<file path="src/pkg/pci_cfg_pkg.sv">
package pci_cfg_pkg;
  // Bus widths.
  localparam int DATA_W = 32;
  localparam int BE_W = 4;
  // Command codes on the command/byte-enable lines.
  localparam logic [3:0] CMD_IO_RD = 4'h2;
  localparam logic [3:0] CMD_IO_WR = 4'h3;
  localparam logic [3:0] CMD_CFG_RD = 4'hA;
  localparam logic [3:0] CMD_CFG_WR = 4'hB;
  localparam int CMD_WRITE_BIT = 0;
  localparam logic [3:0] BE_ALL_N = 4'h0;
  // Type-zero configuration address fields.
  localparam int TYPE_MSB = 1;
  localparam int TYPE_LSB = 0;
  localparam logic [1:0] TYPE_ZERO = 2'h0;
  localparam int DW_MSB = 7;
  localparam int DW_LSB = 2;
  localparam int FUNC_MSB = 10;
  localparam int FUNC_LSB = 8;
  // Last doubleword answered internally (offset 40h).
  localparam logic [5:0] CFG_LAST_DW = 6'h10;
  localparam int CFG_DEPTH = 17;
  localparam int CFG_AW = 5;
  // I/O window of 256 bytes: address bits above this are compared.
  localparam int IO_LSB = 8;
  // Packed pin sample vector layout and its reset value (all strobes idle).
  localparam int PIN_W = 39;
  localparam int PIN_FRAME = 38;
  localparam int PIN_IDSEL = 37;
  localparam int PIN_IRDY = 36;
  localparam int PIN_CBE_MSB = 35;
  localparam int PIN_CBE_LSB = 32;
  localparam logic [38:0] PIN_RESET = 39'h5F_0000_0000;
  localparam logic [31:0] AD_RESET = 32'h0000_0000;
endpackage : pci_cfg_pkg

</file>
<file path="src/rtl/cfg_dword_ram.sv">
`timescale 1ns/1ps
module cfg_dword_ram #(
  parameter int WIDTH = pci_cfg_pkg::DATA_W,
  parameter int DEPTH = pci_cfg_pkg::CFG_DEPTH,
  parameter int AW = pci_cfg_pkg::CFG_AW
) (
  // Clock, reset and enable.
  input wire logic clk_i,
  input wire logic rst_n_i,
  input wire logic ce_i,
  // Write port.
  input wire logic we_i,
  input wire logic [AW-1:0] waddr_i,
  input wire logic [WIDTH-1:0] wdata_i,
  // Read port.
  input wire logic re_i,
  input wire logic [AW-1:0] raddr_i,
  output logic [WIDTH-1:0] rdata_o
);
  logic [WIDTH-1:0] mem_reg [DEPTH];
  logic [WIDTH-1:0] rdata_reg;
  logic [WIDTH-1:0] rdata_next;

  // Addresses past the array read as zero rather than wrapping.
  always_comb begin
    rdata_next = rdata_reg;
    if (re_i) begin
      rdata_next = (int'(raddr_i) < DEPTH) ? mem_reg[raddr_i] : '0;
    end
  end

  always_ff @(posedge clk_i) begin
    if (ce_i && we_i && (int'(waddr_i) < DEPTH)) begin
      mem_reg[waddr_i] <= wdata_i;
    end
  end

  always_ff @(posedge clk_i or negedge rst_n_i) begin
    if (!rst_n_i) begin
      rdata_reg <= '0;
    end else if (ce_i) begin
      rdata_reg <= rdata_next;
    end
  end

  assign rdata_o = rdata_reg;
endmodule : cfg_dword_ram

</file>
<file path="src/rtl/pci_target_cfg_io.sv">
`timescale 1ns/1ps
// Behaviour
// - Header doublewords 00h through 40h are read and written internally, back-end untouched.
// - Configuration registers accept only full 32-bit, single data phase accesses.
// - Configuration accesses above 40h go to the local target interface.
// - Address bits 1:0 are 00, 7:2 doubleword, 10:8 function, rest ignored.
// - Decoding starts the clock after the address phase and lasts two clocks.
// - Slow select timing asserts devsel in the fourth clock of the transaction.
// - On reads the device asserts trdy and drives the selected doubleword.
// - Stop accompanies trdy in every configuration data clock.
// - A configuration write stores the doubleword in the trdy clock.
// - After the handshake devsel, trdy and stop deassert and read data is released.
// - One clock later devsel, trdy and stop are tri-stated.
// - I/O space accesses are claimed and sequenced like basic target accesses.
module pci_target_cfg_io (
  // Clock, reset and enable.
  input wire logic core_clk_i,
  input wire logic nrst_i,
  input wire logic ce_i,
  // Bus inputs.
  input wire logic frame_n_i,
  input wire logic idsel_i,
  input wire logic irdy_n_i,
  input wire logic [3:0] cbe_n_i,
  input wire logic [31:0] ad_i,
  // Bus outputs, enables low while driven.
  output logic [31:0] ad_o,
  output logic ad_oe_n_o,
  output logic devsel_n_o,
  output logic devsel_oe_n_o,
  output logic trdy_n_o,
  output logic trdy_oe_n_o,
  output logic stop_n_o,
  output logic stop_oe_n_o,
  // I/O window setup.
  input wire logic io_en_i,
  input wire logic [23:0] io_base_i,
  // Local target interface.
  output logic lt_sel_o,
  output logic lt_io_o,
  output logic lt_write_o,
  output logic [31:0] lt_addr_o,
  output logic [3:0] lt_be_n_o,
  output logic [31:0] lt_wdata_o,
  output logic lt_xfer_o,
  input wire logic [31:0] lt_rdata_i,
  input wire logic lt_ready_i,
  input wire logic lt_abort_i
);
  typedef enum logic [2:0] {IDLE, DEC1, DEC2, DEVSEL, DATA, ABORT, TURN} state_t;

  logic [1:0] rst_sync_reg;
  logic rst_n;
  logic frame_f, idsel_f, irdy_f;
  logic [3:0] cbe_f;
  logic [31:0] ad_f;

  state_t state_reg, state_next;
  logic [31:0] addr_reg, addr_next, ad_out_reg, ad_out_next, wdata_reg, wdata_next;
  logic [3:0] be_reg, be_next;
  logic cfg_reg, cfg_next, local_reg, local_next, write_reg, write_next;
  logic frame_d_reg, frame_d_next, xfer_reg, xfer_next, lt_sel_reg, lt_sel_next;
  logic devsel_n_reg, devsel_n_next, trdy_n_reg, trdy_n_next, stop_n_reg, stop_n_next;
  logic tgt_oe_n_reg, tgt_oe_n_next, ad_oe_n_reg, ad_oe_n_next;
  logic addr_phase, claim_cfg, claim_io, cfg_int, hs, mem_we;
  logic [31:0] ram_rdata;

  // The reset release is synchronised so that every flop leaves reset on the same edge.
  always_ff @(posedge core_clk_i or negedge nrst_i) begin
    if (!nrst_i) begin
      rst_sync_reg <= 2'h0;
    end else if (ce_i) begin
      rst_sync_reg <= {rst_sync_reg[0], 1'b1};
    end
  end
  assign rst_n = rst_sync_reg[1];

  // Bus pins share the bus clock, so they are used as sampled; a synchroniser would push devsel
  // past the slow-select clock and would swallow the one-clock address phase.
  assign frame_f = frame_n_i;
  assign idsel_f = idsel_i;
  assign irdy_f = irdy_n_i;
  assign cbe_f = cbe_n_i;
  assign ad_f = ad_i;

  // Address phase is the first clock with frame seen asserted.
  assign addr_phase = (state_reg == IDLE) && frame_d_reg && !frame_f;
  assign claim_cfg = addr_phase && idsel_f && ad_f[pci_cfg_pkg::TYPE_MSB:pci_cfg_pkg::TYPE_LSB] == pci_cfg_pkg::TYPE_ZERO
    && (cbe_f == pci_cfg_pkg::CMD_CFG_RD || cbe_f == pci_cfg_pkg::CMD_CFG_WR);
  assign claim_io = addr_phase && io_en_i && ad_f[31:pci_cfg_pkg::IO_LSB] == io_base_i
    && (cbe_f == pci_cfg_pkg::CMD_IO_RD || cbe_f == pci_cfg_pkg::CMD_IO_WR);
  assign cfg_int = ad_f[pci_cfg_pkg::DW_MSB:pci_cfg_pkg::DW_LSB] <= pci_cfg_pkg::CFG_LAST_DW;
  assign hs = (state_reg == DATA) && !irdy_f;
  // Partial byte enables on an internal register are completed but not stored.
  assign mem_we = hs && !local_reg && write_reg && cbe_f == pci_cfg_pkg::BE_ALL_N;

  always_comb begin
    state_next = state_reg;
    addr_next = addr_reg;
    cfg_next = cfg_reg;
    local_next = local_reg;
    write_next = write_reg;
    ad_out_next = ad_out_reg;
    frame_d_next = frame_f;
    unique case (state_reg)
      IDLE: begin
        if (claim_cfg || claim_io) begin
          state_next = DEC1;
          addr_next = ad_f;
          cfg_next = claim_cfg;
          local_next = !(claim_cfg && cfg_int);
          write_next = cbe_f[pci_cfg_pkg::CMD_WRITE_BIT];
        end
      end
      DEC1: state_next = DEC2;
      DEC2: state_next = DEVSEL;
      DEVSEL: begin
        if (!local_reg) begin
          state_next = DATA;
          ad_out_next = ram_rdata;
        end else if (lt_abort_i) begin
          state_next = ABORT;
        end else if (lt_ready_i) begin
          state_next = DATA;
          ad_out_next = lt_rdata_i;
        end
      end
      DATA: begin
        if (!irdy_f) begin
          state_next = TURN;
        end
      end
      ABORT: begin
        if (frame_f) begin
          state_next = TURN;
        end
      end
      TURN: state_next = IDLE;
    endcase
  end

  always_comb begin
    wdata_next = hs ? ad_f : wdata_reg;
    be_next = hs ? cbe_f : be_reg;
    xfer_next = hs && local_reg;
    lt_sel_next = local_next && !(state_next inside {IDLE, TURN});
    devsel_n_next = !(state_next inside {DEVSEL, DATA});
    trdy_n_next = !(state_next == DATA);
    // A target abort shows stop with devsel released.
    stop_n_next = !((state_next == DATA && cfg_next) || state_next == ABORT);
    tgt_oe_n_next = !(state_next inside {DEVSEL, DATA, ABORT, TURN});
    ad_oe_n_next = !(state_next == DATA && !write_next);
  end

  always_ff @(posedge core_clk_i or negedge rst_n) begin
    if (!rst_n) begin
      state_reg <= IDLE;
      addr_reg <= pci_cfg_pkg::AD_RESET;
      cfg_reg <= 1'b0;
      local_reg <= 1'b0;
      write_reg <= 1'b0;
      ad_out_reg <= pci_cfg_pkg::AD_RESET;
      frame_d_reg <= 1'b1;
      wdata_reg <= pci_cfg_pkg::AD_RESET;
      be_reg <= 4'hF;
      xfer_reg <= 1'b0;
      lt_sel_reg <= 1'b0;
      devsel_n_reg <= 1'b1;
      trdy_n_reg <= 1'b1;
      stop_n_reg <= 1'b1;
      tgt_oe_n_reg <= 1'b1;
      ad_oe_n_reg <= 1'b1;
    end else if (ce_i) begin
      state_reg <= state_next;
      addr_reg <= addr_next;
      cfg_reg <= cfg_next;
      local_reg <= local_next;
      write_reg <= write_next;
      ad_out_reg <= ad_out_next;
      frame_d_reg <= frame_d_next;
      wdata_reg <= wdata_next;
      be_reg <= be_next;
      xfer_reg <= xfer_next;
      lt_sel_reg <= lt_sel_next;
      devsel_n_reg <= devsel_n_next;
      trdy_n_reg <= trdy_n_next;
      stop_n_reg <= stop_n_next;
      tgt_oe_n_reg <= tgt_oe_n_next;
      ad_oe_n_reg <= ad_oe_n_next;
    end
  end

  cfg_dword_ram u_cfg_ram (
    .clk_i(core_clk_i),
    .rst_n_i(rst_n),
    .ce_i(ce_i),
    .we_i(mem_we),
    .waddr_i(addr_reg[6:2]),
    .wdata_i(ad_f),
    .re_i(state_reg == DEC1),
    .raddr_i(addr_reg[6:2]),
    .rdata_o(ram_rdata)
  );

  assign ad_o = ad_out_reg;
  assign ad_oe_n_o = ad_oe_n_reg;
  assign devsel_n_o = devsel_n_reg;
  assign devsel_oe_n_o = tgt_oe_n_reg;
  assign trdy_n_o = trdy_n_reg;
  assign trdy_oe_n_o = tgt_oe_n_reg;
  assign stop_n_o = stop_n_reg;
  assign stop_oe_n_o = tgt_oe_n_reg;
  assign lt_sel_o = lt_sel_reg;
  assign lt_io_o = !cfg_reg;
  assign lt_write_o = write_reg;
  assign lt_addr_o = addr_reg;
  assign lt_be_n_o = be_reg;
  assign lt_wdata_o = wdata_reg;
  assign lt_xfer_o = xfer_reg;

  devsel_slow_a: assert property (@(posedge core_clk_i) disable iff (!rst_n || !ce_i)
    (claim_cfg && cfg_int) |-> ##3 (!devsel_n_o && !devsel_oe_n_o && trdy_n_o))
    else $error("devsel not asserted in the fourth clock");
  read_data_a: assert property (@(posedge core_clk_i) disable iff (!rst_n || !ce_i)
    (claim_cfg && cfg_int && !cbe_f[0]) |-> ##4 (!trdy_n_o && !ad_oe_n_o))
    else $error("configuration read data clock missing");
  cfg_stop_a: assert property (@(posedge core_clk_i) disable iff (!rst_n)
    (!trdy_n_o && cfg_reg) |-> !stop_n_o)
    else $error("stop missing with trdy on configuration access");
  release_after_a: assert property (@(posedge core_clk_i) disable iff (!rst_n || !ce_i)
    (!trdy_n_o && !irdy_f) |=> (devsel_n_o && trdy_n_o && stop_n_o && ad_oe_n_o && !trdy_oe_n_o))
    else $error("signals not released after handshake");
  tristate_idle_a: assert property (@(posedge core_clk_i) disable iff (!rst_n || !ce_i)
    (!trdy_n_o && !irdy_f) |-> ##2 (devsel_oe_n_o && trdy_oe_n_o && stop_oe_n_o))
    else $error("outputs not tri-stated after turnaround");
  cfg_store_a: assert property (@(posedge core_clk_i) disable iff (!rst_n)
    (hs && cfg_reg && !local_reg && write_reg && cbe_f == 4'h0) |-> (mem_we && !trdy_n_o))
    else $error("configuration write not stored in trdy clock");
  full_word_a: assert property (@(posedge core_clk_i) disable iff (!rst_n)
    mem_we |-> (cbe_f == 4'h0 && !irdy_f && !trdy_n_o))
    else $error("partial configuration write stored");
  internal_only_a: assert property (@(posedge core_clk_i) disable iff (!rst_n)
    (cfg_reg && !local_reg) |-> !lt_sel_o && !lt_xfer_o)
    else $error("back-end involved in internal header access");
  upper_local_a: assert property (@(posedge core_clk_i) disable iff (!rst_n || !ce_i)
    (claim_cfg && !cfg_int) |-> ##2 lt_sel_o)
    else $error("upper configuration access not forwarded");
  decode_span_a: assert property (@(posedge core_clk_i) disable iff (!rst_n || !ce_i)
    (claim_cfg || claim_io) |=> (state_reg == DEC1) ##1 (state_reg == DEC2) ##1 (state_reg == DEVSEL))
    else $error("decode does not span two clocks");
  no_claim_a: assert property (@(posedge core_clk_i) disable iff (!rst_n || !ce_i)
    (addr_phase && !idsel_f && !claim_io) |=> (state_reg == IDLE && devsel_oe_n_o))
    else $error("claimed without idsel");
  io_claim_a: assert property (@(posedge core_clk_i) disable iff (!rst_n || !ce_i)
    claim_io |-> ##2 (lt_sel_o && lt_io_o) ##1 !devsel_n_o)
    else $error("I/O access not sequenced");
  addr_take_a: assert property (@(posedge core_clk_i) disable iff (!rst_n || !ce_i)
    claim_cfg |=> (lt_addr_o == $past(ad_f)))
    else $error("configuration address not captured");
  read_word_a: assert property (@(posedge core_clk_i) disable iff (!rst_n || !ce_i)
    (state_reg == DEVSEL && !local_reg) |=> (ad_o == $past(ram_rdata)))
    else $error("read data is not the selected doubleword");
  read_drive_a: assert property (@(posedge core_clk_i) disable iff (!rst_n || !ce_i)
    (!trdy_n_o && !write_reg) |-> !ad_oe_n_o)
    else $error("read data not driven with trdy");
  write_float_a: assert property (@(posedge core_clk_i) disable iff (!rst_n || !ce_i)
    (!trdy_n_o && write_reg) |-> ad_oe_n_o)
    else $error("data lines driven during a write");
  io_no_stop_a: assert property (@(posedge core_clk_i) disable iff (!rst_n || !ce_i)
    (!trdy_n_o && !cfg_reg) |-> stop_n_o)
    else $error("stop asserted on an I/O data clock");
  abort_show_a: assert property (@(posedge core_clk_i) disable iff (!rst_n || !ce_i)
    (state_reg == ABORT) |-> (!stop_n_o && !stop_oe_n_o && devsel_n_o && trdy_n_o))
    else $error("target abort not signalled");
  local_xfer_a: assert property (@(posedge core_clk_i) disable iff (!rst_n || !ce_i)
    (hs && local_reg) |=> (lt_xfer_o && !lt_sel_o))
    else $error("forwarded transfer not reported");
  single_phase_a: assert property (@(posedge core_clk_i) disable iff (!rst_n || !ce_i)
    hs |=> (trdy_n_o && state_reg == TURN))
    else $error("data phase continued after handshake");
  idle_quiet_a: assert property (@(posedge core_clk_i) disable iff (!rst_n || !ce_i)
    (state_reg == IDLE) |-> (devsel_oe_n_o && ad_oe_n_o && trdy_n_o))
    else $error("bus driven while idle");
  upper_wait_a: assert property (@(posedge core_clk_i) disable iff (!rst_n || !ce_i)
    (state_reg == DEVSEL && local_reg && !lt_ready_i && !lt_abort_i) |=> (state_reg == DEVSEL && trdy_n_o))
    else $error("forwarded access did not wait for the back-end");
  internal_fixed_a: assert property (@(posedge core_clk_i) disable iff (!rst_n || !ce_i)
    (state_reg == DEVSEL && !local_reg) |=> (!trdy_n_o && state_reg == DATA))
    else $error("internal header access did not complete on time");
  type_one_skip_a: assert property (@(posedge core_clk_i) disable iff (!rst_n || !ce_i)
    (addr_phase && idsel_f && cbe_f == pci_cfg_pkg::CMD_CFG_RD && ad_f[1:0] != 2'h0) |=> (state_reg == IDLE))
    else $error("non type-zero configuration access claimed");
endmodule : pci_target_cfg_io

</file>
<file path="config.mk">
export PLATFORM = sky130hd
export DESIGN_NAME = pci_target_cfg_io
export DESIGN_NICKNAME = d
export VERILOG_FILES = /design/src/pkg/pci_cfg_pkg.sv /design/src/rtl/cfg_dword_ram.sv /design/src/rtl/pci_target_cfg_io.sv
export SDC_FILE = /design/constraint.sdc
export NUM_CORES = 1
export LEC_CHECK = 0
export ABC_AREA = 0
export BUFFER_PORTS_ARGS = -buffer_cell sky130_fd_sc_hd__buf_2
export CELL_PAD_IN_SITES_DETAIL_PLACEMENT = 1
export CELL_PAD_IN_SITES_GLOBAL_PLACEMENT = 1
export CORE_UTILIZATION = 35
export CTS_CLUSTER_SIZE = 20
export DETAILED_ROUTE_END_ITERATION = 10
export PLACE_DENSITY = 0.55
export SLEW_MARGIN = 20
export SYNTH_ARGS = -nofsm -noshare
export SYNTH_HDL_FRONTEND = slang
export SYNTH_SLANG_ARGS = --single-unit
</file>
<file path="constraint.sdc">
create_clock -name core_clk_i -period 6.05 [get_ports core_clk_i]
set_clock_uncertainty 0.05 [all_clocks]
set_input_delay 0.605 -clock core_clk_i [delete_from_list [all_inputs] [get_ports core_clk_i]]
set_output_delay 0.605 -clock core_clk_i [all_outputs]
set_load 0.01 [all_outputs]
</file>
==> out/metrics.yaml <==
power_and_ir_drop:
  intPower_mw: 9.02
  peakVddDrop_v: 0.000188
  pwr-share-clk_pct: 40.1
  cellLeakagePower_nw: 10.9
  power_frac_comb_pct: 11.5
  powerDensity_nw_per_um2: 373
  switchingPower_mw: 2.96
  seqPwrFrac_pct: 48.5
  sw_frac_of_total_pct: 24.7
grt:
  grt_usage_pct: 18.6
  grt_pass1_wl_um: 105000
  overflow: 0
  antenna_found_initial: 5
  grt_pass1_vias: 15038
  grt_max_degree: 113
die:
  die_w_um: 280
  initial_core_util_pct: 35.5
  core-area_um2: 76100
  rows: 101
  die-area_um2: 78200
  die_y_um: 280
  ios: 212
worst_setup_path:
  worst_setup_path_end_kind: "flop"
  criticalPathCategory: "reg2reg"
  regToRegEndpoint: "u_cfg_ram.mem_reg[11][14]"
  crit_path_end: "u_cfg_ram.mem_reg[11][14]"
  worstPathRequired_ns: 6.23
  startpoint: "state_reg[2]"
  rr_worst_depth: 7
  reg2reg_slack_ns: 1.91
  reg2reg_from: "state_reg[2]"
  crit_arrival_ns: 4.32
  cp-start-kind: "flop"
  cp_max_fo: 38
detailed_routing:
  drt-total-wl_um: 72300
  first_pass_iters: 5
  drc: 0
  wire_per_inst_um: 26.3
  ant_nets: 0
  drtIter0Drc: 1108
  via_per_inst: 5.17
  vias: 14221
logic_synthesis:
  synth_edf_count: 544
  synth.most_common_cell: "edfxtp_1"
  yosys.area.top_type_share_pct: 60.6
  netlist_area_um2: 27000
  yosysUniqueCellTypes: 53
  synth-main-ff-cell: "edfxtp_1"
  ys_ff_latch: 692
  async_flop_share_pct: 21.4
  ys_seq_area_share_pct: 74.3
  syn_nets: 1503
  syn_inst: 1402
  synth_area_leaders: "edfxtp_1 (61%), dfrtp_1 (13%), mux4_2 (11%), mux2i_1 (2.4%), mux2_2 (1.7%)"
  syn_avg_cell_area_um2: 19.2
  synth.largest_area_cell: "edfxtp_1"
  yosys-top-cells-count: "edfxtp_1 (544), dfrtp_1 (138), mux4_2 (128)"
  yosysWarnings: 0
sta:
  timing.fmax_mhz: 242
  slew_headroom_pct: 28.7
  hold_ws_ns: 0.213
  slew_viol_final: 0
  rsz0062_at_grt: "no"
  timing.final.ws_setup_ns: 1.91
  setup_viol: 0
  period_minus_slack_ns: 4.14
  min_period_over_period_pct: 68.4
  worst_pin_slew_ns: 1.07
  hold_violations: 0
  fin_setup_tns_ns: 0
clock_network:
  clock_sinks: 692
  cts_tree: "done"
  numCtsBuffers: 79
  cts-root-buf: "clkbuf_16"
  ctsResizeCount: 0
  clk_pin_slew_ns: 0.06
  worstSkewPairLatency_ns: 0.62
  postCtsHoldBufs: 1
  cts_setup_buffers: 0
  h-tree-depth: 3
  clk_path_buf_depth: 3
min_path:
  hold_class: "in2reg"
place:
  io_buffers: 211
  dp_cells: 2597
  place.gp.congestion: 0.784
  place_ws_ns: 1.40
  dpl.hpwl_um: 45900
finish:
  diodes: 0
  fin_cells: 2749
  final_nets: 1753
  largest_register_ffs: 544
  drive_gt1_share_pct: 35.4
  syn_to_final_growth_pct: 18.9
run:
  drv_cap: 0
run_status:
  status: "completed"
worst min path at each step:
stage / start / to / slack, ns / cells after the start
5_1_grt: cbe_n_i[0] / lt_be_n_o[0] / 0.20 / 2
4_1_cts: cbe_n_i[0] / lt_be_n_o[0] / 0.18 / 2
3_3_place_gp: rst_sync_reg[1] / ad_o[9] / 0.27 / 0
3_5_place_dp: rst_sync_reg[1] / ad_o[9] / 0.29 / 0
2_1_floorplan: nrst_i / rst_sync_reg[0] / 0.26 / 0
6_report: cbe_n_i[0] / lt_be_n_o[0] / 0.21 / 2
layer usage:
layer | up-vias | routed length (um) | track usage, %
met5 | - | 34 | 0
li1 | 6138 | - | -
met3 | 93 | 3830 | 3.55
met4 | 6 | 1250 | 4.41
met1 | 7603 | 34500 | 27.9
met2 | 381 | 32700 | 28.0
through the flow:
| stage | power (mW) | instance area (um2) | utilization (%) |
|---|---|---|---|
| 6_report | 12.0 | 32100 | 42.2 |
| 5_1_grt | 12.5 | 32100 | 42.2 |
| 4_1_cts | 12.1 | 32000 | 42.1 |
| 3_5_place_dp | 7.31 | 29400 | 38.6 |
| 3_3_place_gp | 7.26 | 29400 | 38.6 |
| 2_1_floorplan | 6.61 | 27000 | - |
worst max-delay path: stages, from the launching register on:
cell,delay [ns]
dfrtp_1,0.57
inv_1,0.16
or4_2,0.68
buf_4,0.32
and4b_1,0.42
and2_1,0.26
nand3b_1,0.31
nor2_4,0.94
cells in the final DEF, fill, tap and decap left out, types with 4 or more instances in the layout:
master | netlist | final
nor2_1 | 85 | 72
xnor2_1 | 24 | 24
clkinv_2 | 0 | 13
mux2_4 | 30 | 30
clkinv_1 | 0 | 10
inv_6 | 0 | 4
clkbuf_1 | 50 | 21
dfrtp_1 | 138 | 132
a22oi_1 | 32 | 32
a211oi_1 | 21 | 21
buf_4 | 2 | 35
inv_1 | 9 | 9
a21oi_1 | 37 | 37
nand4_1 | 8 | 8
a311oi_1 | 11 | 11
dfstp_2 | 10 | 10
nor2b_1 | 4 | 4
clkbuf_16 | 0 | 84
edfxtp_1 | 544 | 544
nor3_1 | 8 | 4
nor2_4 | 0 | 13
mux4_2 | 128 | 128
nor3_2 | 0 | 4
mux2_2 | 41 | 41
bufinv_16 | 0 | 7
nand2_1 | 13 | 13
buf_2 | 21 | 211
o21ai_0 | 72 | 72
mux2i_1 | 66 | 66
logic make-up after synthesis:
kind of cell / Yosys count / synth area share (%)
AO/OA/AOI/OAI: 188 / 4.35
XOR/XNOR: 25 / 0.812
buffers and inverters: 91 / 1.50
flip-flops: 692 / 74.3
multiplexers: 265 / 16.5
AND/OR/NAND/NOR: 141 / 2.48
final cells by class:
class | instances | area [um2]
fillers | 7401 | 44000
flip-flops and latches | 692 | 20100
multi-input cells | 619 | 6650
clock buffers | 107 | 2210
repair buffers | 251 | 1430
well taps | 1030 | 1290
clock inverters | 41 | 403
inverters | 9 | 33.8
power by group through the flow:
stage	Sequential, mW	Clock [mW]	Combinational, mW
floorplan	5.92	0	0.699
global placement	5.90	0	1.36
detailed placement	5.91	0	1.40
CTS	5.82	4.91	1.40
global route	5.86	5.08	1.52
finish	5.81	4.80	1.37
(Power assumes the default switching activity.)
